==> config.mk <==
export PLATFORM = sky130hd
export DESIGN_NAME = write_gate_chip_erase_protect
export DESIGN_NICKNAME = d
export VERILOG_FILES = /design/src/prot_range_decode.v /design/src/write_gate_chip_erase_protect.v
export VERILOG_INCLUDE_DIRS = /design/src
export SDC_FILE = /design/constraint.sdc
export NUM_CORES = 1
export LEC_CHECK = 0
export ABC_AREA = 1
export BUFFER_PORTS_ARGS = -buffer_cell sky130_fd_sc_hd__buf_2
export CORE_UTILIZATION = 45
export CTS_BUF_LIST = sky130_fd_sc_hd__clkbuf_8
export CTS_CLUSTER_SIZE = 40
export DETAILED_ROUTE_END_ITERATION = 6
export GPL_TIMING_DRIVEN = 0
export PLACE_DENSITY = 0.6
export SETUP_SLACK_MARGIN = 0.02
export SYNTH_ARGS = -nofsm -noshare
export SYNTH_HDL_FRONTEND = slang
export SYNTH_SLANG_ARGS = --single-unit
==> constraint.sdc <==
create_clock -name CLK_IN -period 7.3 [get_ports CLK_IN]
set_input_delay 1.095 -clock CLK_IN [delete_from_list [all_inputs] [get_ports CLK_IN]]
set_output_delay 1.095 -clock CLK_IN [all_outputs]
set_load 0.05 [all_outputs]
==> src/flash_gate_consts.vh <==
`ifndef FLASH_GATE_CONSTS_VH
`define FLASH_GATE_CONSTS_VH

// ==========================================================
// Opcodes
`define OP_ERASE_ALL_A   8'h60
`define OP_ERASE_ALL_B   8'hc7
`define OP_LATCH_SET     8'h06
`define OP_LATCH_CLEAR   8'h04
`define OP_STATUS_WRITE  8'h01

// ==========================================================
// Protection settings field layout in the status write byte
`define PROT_LEVEL_LSB   0
`define PROT_LEVEL_MSB   2
`define PROT_TB_BIT      3
`define PROT_GRAN_BIT    4
`define PROT_CMP_BIT     5
`define PROT_WIDTH       6
`define PROT_RESET       6'h00

// ==========================================================
// Array geometry in 4-Kbyte units
`define UNITS_ALL        9'h100
`define UNITS_NONE       9'h000
`define UNIT_LAST        8'hff
`define UNIT_LOW_FILL    12'hfff
`define UNIT_LOW_ZERO    12'h000
`define UNITS_ONE        9'h001
`define UNITS_SIXTEENTH  9'h010
`define UNITS_FINE_TOP   9'h008

// ==========================================================
// Protect level bounds for the size decode
`define LEVEL_NONE       3'h0
`define LEVEL_ONE        3'h1
`define LEVEL_HALF       3'h4
`define LEVEL_FINE_64    3'h3
`define LEVEL_FINE_32    3'h5
`define ADDR_ZERO        20'h00000
`define ERASED_BYTE      8'hff

// ==========================================================
// Link framing
`define BIT_IDX_ZERO     3'h0
`define BIT_IDX_LAST     3'h7
`define BYTES_ZERO       2'h0
`define BYTES_ONE        2'h1
`define BYTES_TWO        2'h2
`define BYTES_MAX        2'h3
`define CYC_ZERO         32'h00000000
`define CYC_ONE          32'h00000001

// ==========================================================
// Timing: erase time in microseconds, clock in MHz
`define ERASE_TIME_US    32'd2000
`define CLK_MHZ          32'd100

`endif

==> src/prot_range_decode.v <==
`timescale 1ns/1ps
`include "flash_gate_consts.vh"

// Turns the six protection settings into a range of 4-Kbyte units
module prot_range_decode
(
   input  wire [5:0]  settings_in,
   output reg  [19:0] start_addr_out,
   output reg  [19:0] end_addr_out,
   output reg         nonempty_out
);

   reg [2:0] level;
   reg       gran;
   reg       tb;
   reg       cmp;
   reg [8:0] units;
   reg [8:0] units_eff;
   reg       at_top;
   reg [8:0] top_gap;
   reg [8:0] bot_last;

   // ==========================================================
   // Region size, then complement and placement
   always @*
   begin
      level = settings_in[`PROT_LEVEL_MSB:`PROT_LEVEL_LSB];
      gran  = settings_in[`PROT_GRAN_BIT];
      tb    = settings_in[`PROT_TB_BIT];
      cmp   = settings_in[`PROT_CMP_BIT];
      units = `UNITS_NONE;
      if (level == `LEVEL_NONE)
         units = `UNITS_NONE;
      else if (!gran)
      begin
         if (level <= `LEVEL_HALF)
            units = `UNITS_SIXTEENTH << (level - `LEVEL_ONE);
         else
            units = `UNITS_ALL;
      end
      else
      begin
         if (level <= `LEVEL_FINE_64)
            units = `UNITS_ONE << (level - `LEVEL_ONE);
         else if (level <= `LEVEL_FINE_32)
            units = `UNITS_FINE_TOP;
         else
            units = `UNITS_ALL;
      end
      // Complement flips both size and side
      units_eff = cmp ? (`UNITS_ALL - units) : units;
      at_top    = cmp ? tb : ~tb;
      // Whole array at the top leaves no gap, so its start is zero
      top_gap   = `UNITS_ALL - units_eff;
      bot_last  = units_eff - `UNITS_ONE;
      nonempty_out = (units_eff != `UNITS_NONE);
      if (at_top)
      begin
         start_addr_out = {top_gap[7:0], `UNIT_LOW_ZERO};
         end_addr_out   = {`UNIT_LAST, `UNIT_LOW_FILL};
      end
      else
      begin
         start_addr_out = `ADDR_ZERO;
         end_addr_out   = {bot_last[7:0], `UNIT_LOW_FILL};
      end
      // Empty region reports a null range
      if (!nonempty_out)
      begin
         start_addr_out = `ADDR_ZERO;
         end_addr_out   = `ADDR_ZERO;
      end
   end

endmodule

==> src/write_gate_chip_erase_protect.v <==
`timescale 1ns/1ps
`include "flash_gate_consts.vh"

// Command gate for the serial flash: latch commands, whole-array
// erase, status write of the protection settings and range decode.
module write_gate_chip_erase_protect
#(
   parameter ERASE_CYCLES = `ERASE_TIME_US * `CLK_MHZ
)
(
   input  wire        CLK_IN,
   input  wire        ARST_N_IN,
   input  wire        CS_N_IN,
   input  wire        SCK_IN,
   input  wire        SI_IN,
   input  wire        WP_N_IN,
   output reg         WRITE_LATCH_OUT,
   output reg         BUSY_OUT,
   output reg         ERASE_START_OUT,
   output reg  [7:0]  ERASE_FILL_OUT,
   output reg  [5:0]  PROT_SETTINGS_OUT,
   output reg  [19:0] PROT_START_OUT,
   output reg  [19:0] PROT_END_OUT,
   output reg         PROT_ACTIVE_OUT
);

   // ==========================================================
   // Pin synchronisers
   reg [1:0] cs_sync_r;
   reg [1:0] sck_sync_r;
   reg [1:0] si_sync_r;
   reg [1:0] wp_sync_r;
   reg       sck_prev_r;
   reg       cs_prev_r;

   // Two flops on every pin; only the second stage is read
   always @(posedge CLK_IN or negedge ARST_N_IN)
   begin
      if (!ARST_N_IN)
      begin
         cs_sync_r  <= 2'h3;
         sck_sync_r <= 2'h0;
         si_sync_r  <= 2'h0;
         wp_sync_r  <= 2'h3;   // Idle level, no lock seen out of reset
         sck_prev_r <= 1'b0;
         cs_prev_r  <= 1'b1;
      end
      else
      begin
         cs_sync_r  <= {cs_sync_r[0], CS_N_IN};
         sck_sync_r <= {sck_sync_r[0], SCK_IN};
         si_sync_r  <= {si_sync_r[0], SI_IN};
         wp_sync_r  <= {wp_sync_r[0], WP_N_IN};
         sck_prev_r <= sck_sync_r[1];
         cs_prev_r  <= cs_sync_r[1];
      end
   end

   wire cs_n     = cs_sync_r[1];
   wire sck_rise = sck_sync_r[1] & ~sck_prev_r & ~cs_n;
   wire cs_start = cs_prev_r & ~cs_n;
   wire cs_end   = ~cs_prev_r & cs_n;
   wire wp_n     = wp_sync_r[1];

   // ==========================================================
   // Frame capture: bit index, byte count, opcode and data byte
   reg [2:0] bit_idx_r;
   reg [1:0] bytes_r;
   reg [7:0] shift_r;
   reg [7:0] opcode_r;
   reg [7:0] data_r;

   wire [7:0] shift_nxt = {shift_r[6:0], si_sync_r[1]};

   // Bits after the second byte are counted for alignment only
   always @(posedge CLK_IN or negedge ARST_N_IN)
   begin
      if (!ARST_N_IN)
      begin
         bit_idx_r <= `BIT_IDX_ZERO;
         bytes_r   <= `BYTES_ZERO;
         shift_r   <= 8'h00;
         opcode_r  <= 8'h00;
         data_r    <= 8'h00;
      end
      else if (cs_start)
      begin
         bit_idx_r <= `BIT_IDX_ZERO;
         bytes_r   <= `BYTES_ZERO;
      end
      else if (sck_rise)
      begin
         shift_r   <= shift_nxt;
         bit_idx_r <= bit_idx_r + 3'h1;
         if (bit_idx_r == `BIT_IDX_LAST)
         begin
            if (bytes_r == `BYTES_ZERO)
               opcode_r <= shift_nxt;
            if (bytes_r == `BYTES_ONE)
               data_r <= shift_nxt;
            if (bytes_r != `BYTES_MAX)
               bytes_r <= bytes_r + 2'h1;
         end
      end
   end

   // Erase-all opcode decode, used only by the erase check
   function is_erase_all;
      input [7:0] op;
      begin
         is_erase_all = (op == `OP_ERASE_ALL_A) || (op == `OP_ERASE_ALL_B);
      end
   endfunction

   wire on_boundary = (bit_idx_r == `BIT_IDX_ZERO);
   wire have_opcode = (bytes_r != `BYTES_ZERO);
   wire whole_frame = on_boundary & have_opcode;

   // ==========================================================
   // Protection range decode
   reg  [5:0]  prot_r;
   wire [19:0] range_start;
   wire [19:0] range_end;
   wire        range_nonempty;

   prot_range_decode u_decode
   (
      .settings_in    (prot_r),
      .start_addr_out (range_start),
      .end_addr_out   (range_end),
      .nonempty_out   (range_nonempty)
   );

   // ==========================================================
   // Command execution and erase timer
   reg        latch_r;
   reg        busy_r;
   reg        start_r;
   reg [31:0] erase_cnt_r;
   reg        latch_nxt;
   reg        busy_nxt;
   reg        start_nxt;
   reg [5:0]  prot_nxt;
   reg [31:0] erase_cnt_nxt;

   // Commands decided on the select release; busy ignores new ones
   always @*
   begin
      latch_nxt     = latch_r;
      busy_nxt      = busy_r;
      start_nxt     = 1'b0;
      prot_nxt      = prot_r;
      erase_cnt_nxt = erase_cnt_r;
      if (busy_r)
      begin
         if (erase_cnt_r <= `CYC_ONE)
            busy_nxt = 1'b0;
         else
            erase_cnt_nxt = erase_cnt_r - `CYC_ONE;
      end
      else if (cs_end && have_opcode)
      begin
         if (is_erase_all(opcode_r) && latch_r)
         begin
            // No address expected; extra whole bytes are ignored
            if (!on_boundary || range_nonempty)
               latch_nxt = 1'b0;
            else
            begin
               busy_nxt      = 1'b1;
               start_nxt     = 1'b1;
               latch_nxt     = 1'b0;
               erase_cnt_nxt = ERASE_CYCLES;
            end
         end
         else if (opcode_r == `OP_LATCH_SET && on_boundary)
            latch_nxt = 1'b1;
         else if (opcode_r == `OP_LATCH_CLEAR && on_boundary)
            latch_nxt = 1'b0;
         else if (opcode_r == `OP_STATUS_WRITE && latch_r)
         begin
            // Exactly one data byte; a grounded write-protect locks it
            if (on_boundary && bytes_r == `BYTES_TWO && wp_n)
               prot_nxt = data_r[`PROT_WIDTH-1:0];
            latch_nxt = 1'b0;
         end
      end
   end

   always @(posedge CLK_IN or negedge ARST_N_IN)
   begin
      if (!ARST_N_IN)
      begin
         latch_r     <= 1'b0;
         busy_r      <= 1'b0;
         start_r     <= 1'b0;
         prot_r      <= `PROT_RESET;
         erase_cnt_r <= `CYC_ZERO;
      end
      else
      begin
         latch_r     <= latch_nxt;
         busy_r      <= busy_nxt;
         start_r     <= start_nxt;
         prot_r      <= prot_nxt;
         erase_cnt_r <= erase_cnt_nxt;
      end
   end

   // ==========================================================
   // Registered outputs, one cycle behind internal state
   always @(posedge CLK_IN or negedge ARST_N_IN)
   begin
      if (!ARST_N_IN)
      begin
         WRITE_LATCH_OUT   <= 1'b0;
         BUSY_OUT          <= 1'b0;
         ERASE_START_OUT   <= 1'b0;
         ERASE_FILL_OUT    <= `ERASED_BYTE;
         PROT_SETTINGS_OUT <= `PROT_RESET;
         PROT_START_OUT    <= `ADDR_ZERO;
         PROT_END_OUT      <= `ADDR_ZERO;
         PROT_ACTIVE_OUT   <= 1'b0;
      end
      else
      begin
         WRITE_LATCH_OUT   <= latch_r;
         BUSY_OUT          <= busy_r;
         ERASE_START_OUT   <= start_r;
         ERASE_FILL_OUT    <= `ERASED_BYTE;
         PROT_SETTINGS_OUT <= prot_r;
         PROT_START_OUT    <= range_start;
         PROT_END_OUT      <= range_end;
         PROT_ACTIVE_OUT   <= range_nonempty;
      end
   end

endmodule

==> impl_metrics.tcl, run 1 <==
set metrics [dict create \
    outcome "finished, violations left" \
    violations "DRC" \
    antenna_found_initial 0 \
    dpl.cell_count 877 \
    hold_viol 0 \
    htree_levels 3 \
    clockRootBuffer "clkbuf_8" \
    first_pass_iters 7 \
    setup_violations 0 \
    crit_fanout 10 \
    cts_resized 0 \
    cts_tree "built" \
    area_delta_synth_final_pct 12.62 \
    grt_pass1_wl_um 18000 \
    viasPerCell 4.673 \
    max_clock_freq_mhz 297.4 \
    num_rows 39 \
    netlist_area_mm2 0.005381 \
    vias 4173 \
    grt_usage_pct 17.87 \
    die_area_mm2 0.01240 \
    combPwrFrac_pct 5.9 \
    finalNonFillerCells 893 \
    num-fill-cells 1150 \
    setup_tns_ns 0 \
    hold_class "reg2reg" \
    synthCells 672 \
    drv_slew 0 \
    cts_hold_buf 0 \
    power_mw 1.000 \
    post-route-util_pct 52.63 \
    drc 22 \
    n_antenna_cell 0 \
    path_delay_family "simple AND/OR/NAND/NOR gates" \
    critPathCaptureType "flip-flop" \
    period_needed_ns 3.363 \
    crit_buf_inv 4 \
    clk_pin_slew_ns 0.12 \
    grt_overflow_total 0 \
    drive_gt1_share_pct 17.20 \
    worst_pin_slew_ns 0.6446 \
    ys_warn_count 0 \
    max-vdd-ir-drop_mv 0.08697 \
    finClkSkew_ns 0.01718 \
    die_y_um 111.4 \
    cts_sinks 103 \
    cp_slowest_cell "dfrtp_1" \
    grt_pass1_vias 3953 \
    max_cap_viol_count 0 \
    internal-power_uw 729.2 \
    cts.path.max_buffers 2 \
    gp_congestion 0.8375 \
    rsz0062_at_grt "no" \
    required_ns 7.59 \
    nNetsFinal 765 \
    wl_per_cell_um 11.43 \
    cpPeakStageDelay_ns 0.54 \
    ant_nets 0 \
    synth_area_per_cell_um2 8.008 \
    p_seq_share_pct 58.6 \
    cts_setup_buffers 0 \
    pre_cts_ws_ns 3.965 \
    die_x_um 111.4 \
    finalWorstSetupSlack_ns 3.937 \
    p_leak_nw 3.525 \
    fin_crit_sh_pct 46.07 \
    fin_area_mm2 0.006061 \
    ioPinCount 64 \
    switchingPower_uw 270.8 \
    port_buffers 43 \
    path_class "reg2reg" \
    grt_max_degree 61 \
    start_kind "flip-flop" \
    ys_ff_latch 103 \
    dpl_cell_area_mm2 0.005873 \
    switching_share_pct 27.08 \
    dp_hpwl_um 7432 \
    core_area_mm2 0.01152 \
    clkPwrFrac_pct 35.5 \
    clkLatencyLatePin_ns 0.40 \
    critPathArrivalTime_ns 3.65 \
    wirelength_um 10210 \
    start_util_pct 46.73 \
    whs_ns 0.3620 \
    ys_seq_area_share_pct 48.01 \
    powerDensity_mw_per_mm2 165.0 \
    drtIter0Drc 180 \
    cts-buffers-inserted 9 \
    path_cells "nor2_2, ha_1, nand3_1, nor2_1, inv_1, ha_1, nand2_1, o21ai_0, inv_1, ha_1, nand2_2, nor2_4, nand2_2, nor2_4, nand3_4, buf_2, nand2_1, inv_1" \
    maxSlewHeadroom_pct 56.87 \
    ys_types 38 \
]
[synthesized netlist by cell type (all sizes together)]
cell type  instances  share of area [%]
nand2            155                 11
inv               99                6.9
dfrtp             98                 46
nor2              97                7.3
o21ai             49                4.7
nand3             42                4.1
buf               38                5.3
nand4             15                1.7
ha                14                3.3
xor2              14                2.3
a21oi              9               0.84
nor3               7               0.65
clkbuf             5               0.35
dfstp              5                2.4
nand3b             4               0.56
xnor2              4               0.65
nor4               3               0.35
conb               2               0.14
o211ai             2               0.28
or2                2               0.23
a211oi             1               0.14
a31oi              1               0.12
clkinv             1              0.070
nor3b              1               0.14
o21bai             1               0.14
o31ai              1               0.14
or3                1               0.12
or3b               1               0.16
[worst paths after layout]
| kind | start | endpoint | slack (ns) | cells after the start |
|---|---|---|---|---|
| max | prot_r[1] | erase_cnt_r[24] | 3.94 | 18 |
| max in group asynchronous | ARST_N_IN | cs_sync_r[1] | 5.87 | 2 |
| min | sck_sync_r[0] | sck_sync_r[1] | 0.36 | 0 |
| min in group asynchronous | ARST_N_IN | PROT_END_OUT[13] | 0.69 | 1 |
| min reg2reg | sck_sync_r[0] | sck_sync_r[1] | 0.36 | 0 |
| max reg2reg | prot_r[1] | erase_cnt_r[24] | 3.94 | 18 |
[worst register-to-register path, cell delays in order, from the launching register on]
cell     delay [ns]
dfrtp_1        0.54
nor2_2         0.12
ha_1           0.42
nand3_1        0.14
nor2_1         0.21
inv_1          0.16
ha_1           0.32
nand2_1        0.06
o21ai_0        0.11
inv_1          0.11
ha_1           0.19
nand2_2        0.09
nor2_4         0.12
nand2_2        0.08
nor2_4         0.12
nand3_4        0.13
buf_2          0.23
nand2_1        0.08
inv_1          0.04
[power by group through the flow]
| stage | Sequential (mW) | Clock (mW) | Combinational [mW] |
|---|---|---|---|
| floorplan | 0.596 | 0 | 0.0408 |
| finish | 0.586 | 0.355 | 0.0587 |
| global route | 0.588 | 0.393 | 0.0649 |
| global placement | 0.597 | 0 | 0.0572 |
| CTS | 0.587 | 0.367 | 0.0597 |
| detailed placement | 0.598 | 0 | 0.0595 |
[placed cells by master, fill, tap and decap left out, types with 3 or more instances in the layout]
cell type,count
nand2_1,145
dfrtp_1,98
inv_1,94
nor2_1,92
o21ai_0,46
buf_2,46
nand3_1,41
buf_4,33
conb_1,20
nand4_1,15
xor2_1,14
ha_1,14
a21oi_1,9
nand2_2,9
clkbuf_8,9
nor3_1,7
inv_2,6
clkbuf_1,5
dfstp_2,5
xnor2_1,4
nand3b_1,4
nor4_1,3
nor2_4,3
inv_6,3
inv_8,3
[sequential cells by signal, summed over array words and instances (netlist names), 2 cells and up]
signal / flops
data_r: 6
opcode_r: 8
sck_sync_r: 2
cs_sync_r: 2
si_sync_r: 2
prot_r: 6
shift_r: 7
PROT_END_OUT: 9
erase_cnt_r: 32
wp_sync_r: 2
bytes_r: 2
PROT_START_OUT: 8
bit_idx_r: 3
PROT_SETTINGS_OUT: 6
[cells by family after synthesis]
logic type	count (synthesis)	synth area share, %
other	2	0.1396
flip-flops	103	48.01
adder cells (fa/ha/maj)	14	3.255
XOR/XNOR	18	2.930
AND/OR/NAND/NOR	328	26.74
AO/OA/AOI/OAI	64	6.347
buffers and inverters	143	12.58
[area by class of cell]
class	instances	area [um2]	area share [%]
flip-flops and latches	103	2584	42.63
multi-input cells	444	2188	36.11
inverters	100	375.4	6.193
plain buffers	43	301.5	4.975
repair buffers	44	245.2	4.046
well taps	143	178.9	2.952
clock buffers	9	123.9	2.044
clock inverters	7	63.81	1.053
[routing by layer]
metal | vias to the layer above | track usage [%] | wire length, um
met5 | - | 0 | 0
met4 | 0 | 7.207 | 155
met3 | 12 | 4.083 | 473
met2 | 99 | 28.04 | 4555
met1 | 1873 | 24.05 | 5021
li1 | 2189 | - | -
(Power assumes the default switching activity.)
==> run 2: changes to the inputs <==
--- a/config.mk
+++ b/config.mk
@@ -6,7 +6,7 @@
 export SDC_FILE = /design/constraint.sdc
 export NUM_CORES = 1
 export LEC_CHECK = 0
-export ABC_AREA = 1
+export ABC_AREA = 0
 export BUFFER_PORTS_ARGS = -buffer_cell sky130_fd_sc_hd__buf_2
 export CORE_UTILIZATION = 45
 export CTS_BUF_LIST = sky130_fd_sc_hd__clkbuf_8
==> constraint.sdc (replaced) <==
create_clock -name CLK_IN -period 3.2 [get_ports CLK_IN]
set_input_delay 0.48 -clock CLK_IN [delete_from_list [all_inputs] [get_ports CLK_IN]]
set_output_delay 0.48 -clock CLK_IN [all_outputs]
set_load 0.05 [all_outputs]
==> run 2 against run 1 <==
Net effect:
- the run now ends clean
- via count down 14%
- sequential power up 130%
- flip-flop and latch count unchanged
- critical path type unchanged
- largest power group unchanged
- highest routed layer unchanged
==> impl_metrics.tcl, run 2 <==
set metrics [dict create \
    outcome "finished clean" \
    largest_register_ffs 32 \
    wirelength_um 9760 \
    regMostFlops "erase_cnt_r" \
    ys_seq_area_share_pct 49.82 \
    grt_pass1_wl_um 16370 \
    port_buffers 43 \
    finalNonFillerCells 715 \
    p_seq_share_pct 57.4 \
    gp_congestion 0.8258 \
    ioPinCount 64 \
    wl_per_cell_um 13.65 \
    ys_types 67 \
    ys_ff_latch 103 \
    num_rows 38 \
    final_common_cell "dfrtp_1" \
    core_area_mm2 0.01103 \
    p_leak_nw 3.255 \
    register_area_mm2 0.002585 \
    yosysTopAreaCell "dfrtp_1" \
    synth_edf_count 0 \
    drive_gt1_share_pct 35.30 \
    required_ns 3.51 \
    clockRootBuffer "clkbuf_8" \
    drv_slew 0 \
    max_clock_freq_mhz 324.7 \
    hold_viol 0 \
    clk_pin_slew_ns 0.10 \
    num-fill-cells 963 \
    crit_fanout 9 \
    die_y_um 109.4 \
    combPwrFrac_pct 6.3 \
    critPathCaptureType "flip-flop" \
    vias 3603 \
    cts-buffers-inserted 9 \
    synth_top_cell_area_share_pct 47.29 \
    finClkSkew_ns 0.01177 \
    clkPwrFrac_pct 36.3 \
    synth_area_per_cell_um2 11.01 \
    synthArstFlopShare_pct 100.0 \
    multiInputGateArea_mm2 0.002527 \
    ys_top_cells_by_area "dfrtp_1, mux2_2, buf_4, xor2_1, nor2_1" \
    max_cap_viol_count 0 \
    n_antenna_cell 0 \
    final_cell_mix "dfrtp_1, buf_4, nor2_1" \
    drc 0 \
    start_util_pct 47.02 \
    ant_nets 0 \
    critPathArrivalTime_ns 3.39 \
    start_kind "flip-flop" \
    worst_pin_slew_ns 0.7502 \
    ys_warn_count 0 \
    fin_area_mm2 0.006331 \
    max-vdd-ir-drop_mv 0.3566 \
    internal-power_mw 1.785 \
    antenna_found_initial 0 \
    reg_top3 "erase_cnt_r x32, PROT_END_OUT x9" \
    period_needed_ns 3.080 \
    cts_tree "built" \
    drtIter0Drc 83 \
    area_delta_synth_final_pct 22.07 \
    grt_pass1_vias 3466 \
    nNetsFinal 590 \
    clkLatencyLatePin_ns 0.39 \
    viasPerCell 5.039 \
    path_class "reg2reg" \
    dpl.cell_count 673 \
    switchingPower_uw 606.6 \
    powerDensity_mw_per_mm2 377.8 \
    die_x_um 109.4 \
    first_pass_iters 4 \
    dpl_cell_area_mm2 0.005733 \
    switching_share_pct 25.36 \
    hold_class "in2async" \
    grt_usage_pct 17.99 \
    netlist_area_mm2 0.005186 \
    grt_max_degree 57 \
    setup_violations 0 \
    synthMostInstantiatedCell "dfrtp_1" \
    cts_sinks 103 \
    synthCells 471 \
    die_area_mm2 0.01196 \
    dp_hpwl_um 6433 \
    fin_crit_sh_pct 96.23 \
    synth-main-ff-cell "dfrtp_1" \
    synth_common_cells "dfrtp_1, nor2_1, buf_4, nand2_1, mux2_2" \
    htree_levels 3 \
    cts.path.max_buffers 2 \
    grt_overflow_total 0 \
    maxSlewHeadroom_pct 49.71 \
]
==> run 2: cell types whose count changed after synthesis, sizes merged, moves of 6 or more <==
cell    before  now
inv         99   13
nand3       42   12
xnor2        4   16
nand4       15    2
nor2b        0    7
nand2b       0    6
o21ai       49   13
a21oi        9   16
and3         0    7
mux2         0   27
nor4b        0    7
nand2      155   33
nor2        97   49
xor2        14   25
==> run 2: worst max-delay path, cell delays in order, from the launching register on <==
cell,delay (ns)
dfrtp_1,0.40
buf_6,0.16
inv_1,0.07
ha_4,0.30
and4bb_4,0.30
nand2_4,0.07
ha_4,0.19
buf_12,0.14
nand2_4,0.07
o21ai_4,0.11
o311a_4,0.39
nor4b_4,0.32
buf_6,0.18
a22o_4,0.14
mux2i_1,0.17
==> run 2: final timing paths <==
path	from	end	slack, ns	depth (start not counted)
min in group CLK_IN	WP_N_IN	wp_sync_r[0]	0.19	1
worst max register to register	prot_r[2]	erase_cnt_r[1]	0.12	14
worst min register to register	sck_sync_r[0]	sck_sync_r[1]	0.36	0
worst min-delay path	ARST_N_IN	si_sync_r[0]	0.14	1
worst max-delay path	prot_r[2]	erase_cnt_r[1]	0.12	14
max in group asynchronous	ARST_N_IN	cs_prev_r	2.33	2
==> run 2: kinds of logic (layout without fill, tap and decap cells) <==
kind of cell / count (synthesis) / after routing / synth area share (%)
simple gates: 173 / 173 / 19.59
flops: 103 / 103 / 49.82
buf+inv: 58 / 144 / 6.852
compound gates: 51 / 51 / 6.900
xor+xnor: 41 / 41 / 7.069
mux: 29 / 29 / 6.248
fa+ha+maj: 14 / 14 / 3.378
other cells: 2 / 20 / 0.1448
==> run 2: power by group through the flow <==
stage	registers [mW]	logic, mW	clock network (mW)
floorplan	1.39	0.112	0
global placement	1.40	0.146	0
detailed placement	1.40	0.154	0
CTS	1.37	0.154	0.902
global route	1.38	0.170	0.944
finish	1.37	0.151	0.869
==> run 2: cell type report <==
| type | count | area share (%) |
|---|---|---|
| timing repair buffer | 72 | 7.510 |
| multi-input combinational | 328 | 39.92 |
| clock inverter | 6 | 1.146 |
| clock buffer | 10 | 2.174 |
| tap | 140 | 2.767 |
| buffer | 43 | 4.842 |
| sequential | 103 | 40.83 |
| inverter | 13 | 0.8103 |
==> run 2: routing by layer <==
metal	GRT usage (%)	wire length (um)	up-vias
met5	0	0	-
met4	9.905	260	0
met3	3.082	397	19
met2	29.02	4575	80
met1	23.08	4527	1732
li1	-	-	1772
==> run 2: through the flow <==
stage | hold WS [ns] | power (mW) | setup TNS, ns | setup slack, ns | util (%)
2_1_floorplan | 0.1844 | 1.498 | 0 | 0.02936 | -
3_3_place_gp | 0.3317 | 1.543 | -10.54 | -0.4036 | 51.70
3_5_place_dp | 0.3404 | 1.552 | -12.83 | -0.4521 | 51.97
4_1_cts | 0.1429 | 2.429 | 0 | 0.03004 | 55.67
5_1_grt | 0.1685 | 2.493 | -0.02158 | -0.01999 | 57.40
6_report | 0.1389 | 2.392 | 0 | 0.1205 | 57.40
==> run 2: repair_timing <==
item                       CTS  global route
setup buffers               17            11
hold buffers                 0             0
pin swaps                   12            12
resized for setup           21            18
setup endpoints to repair   49            43
hold endpoints to repair     0             0
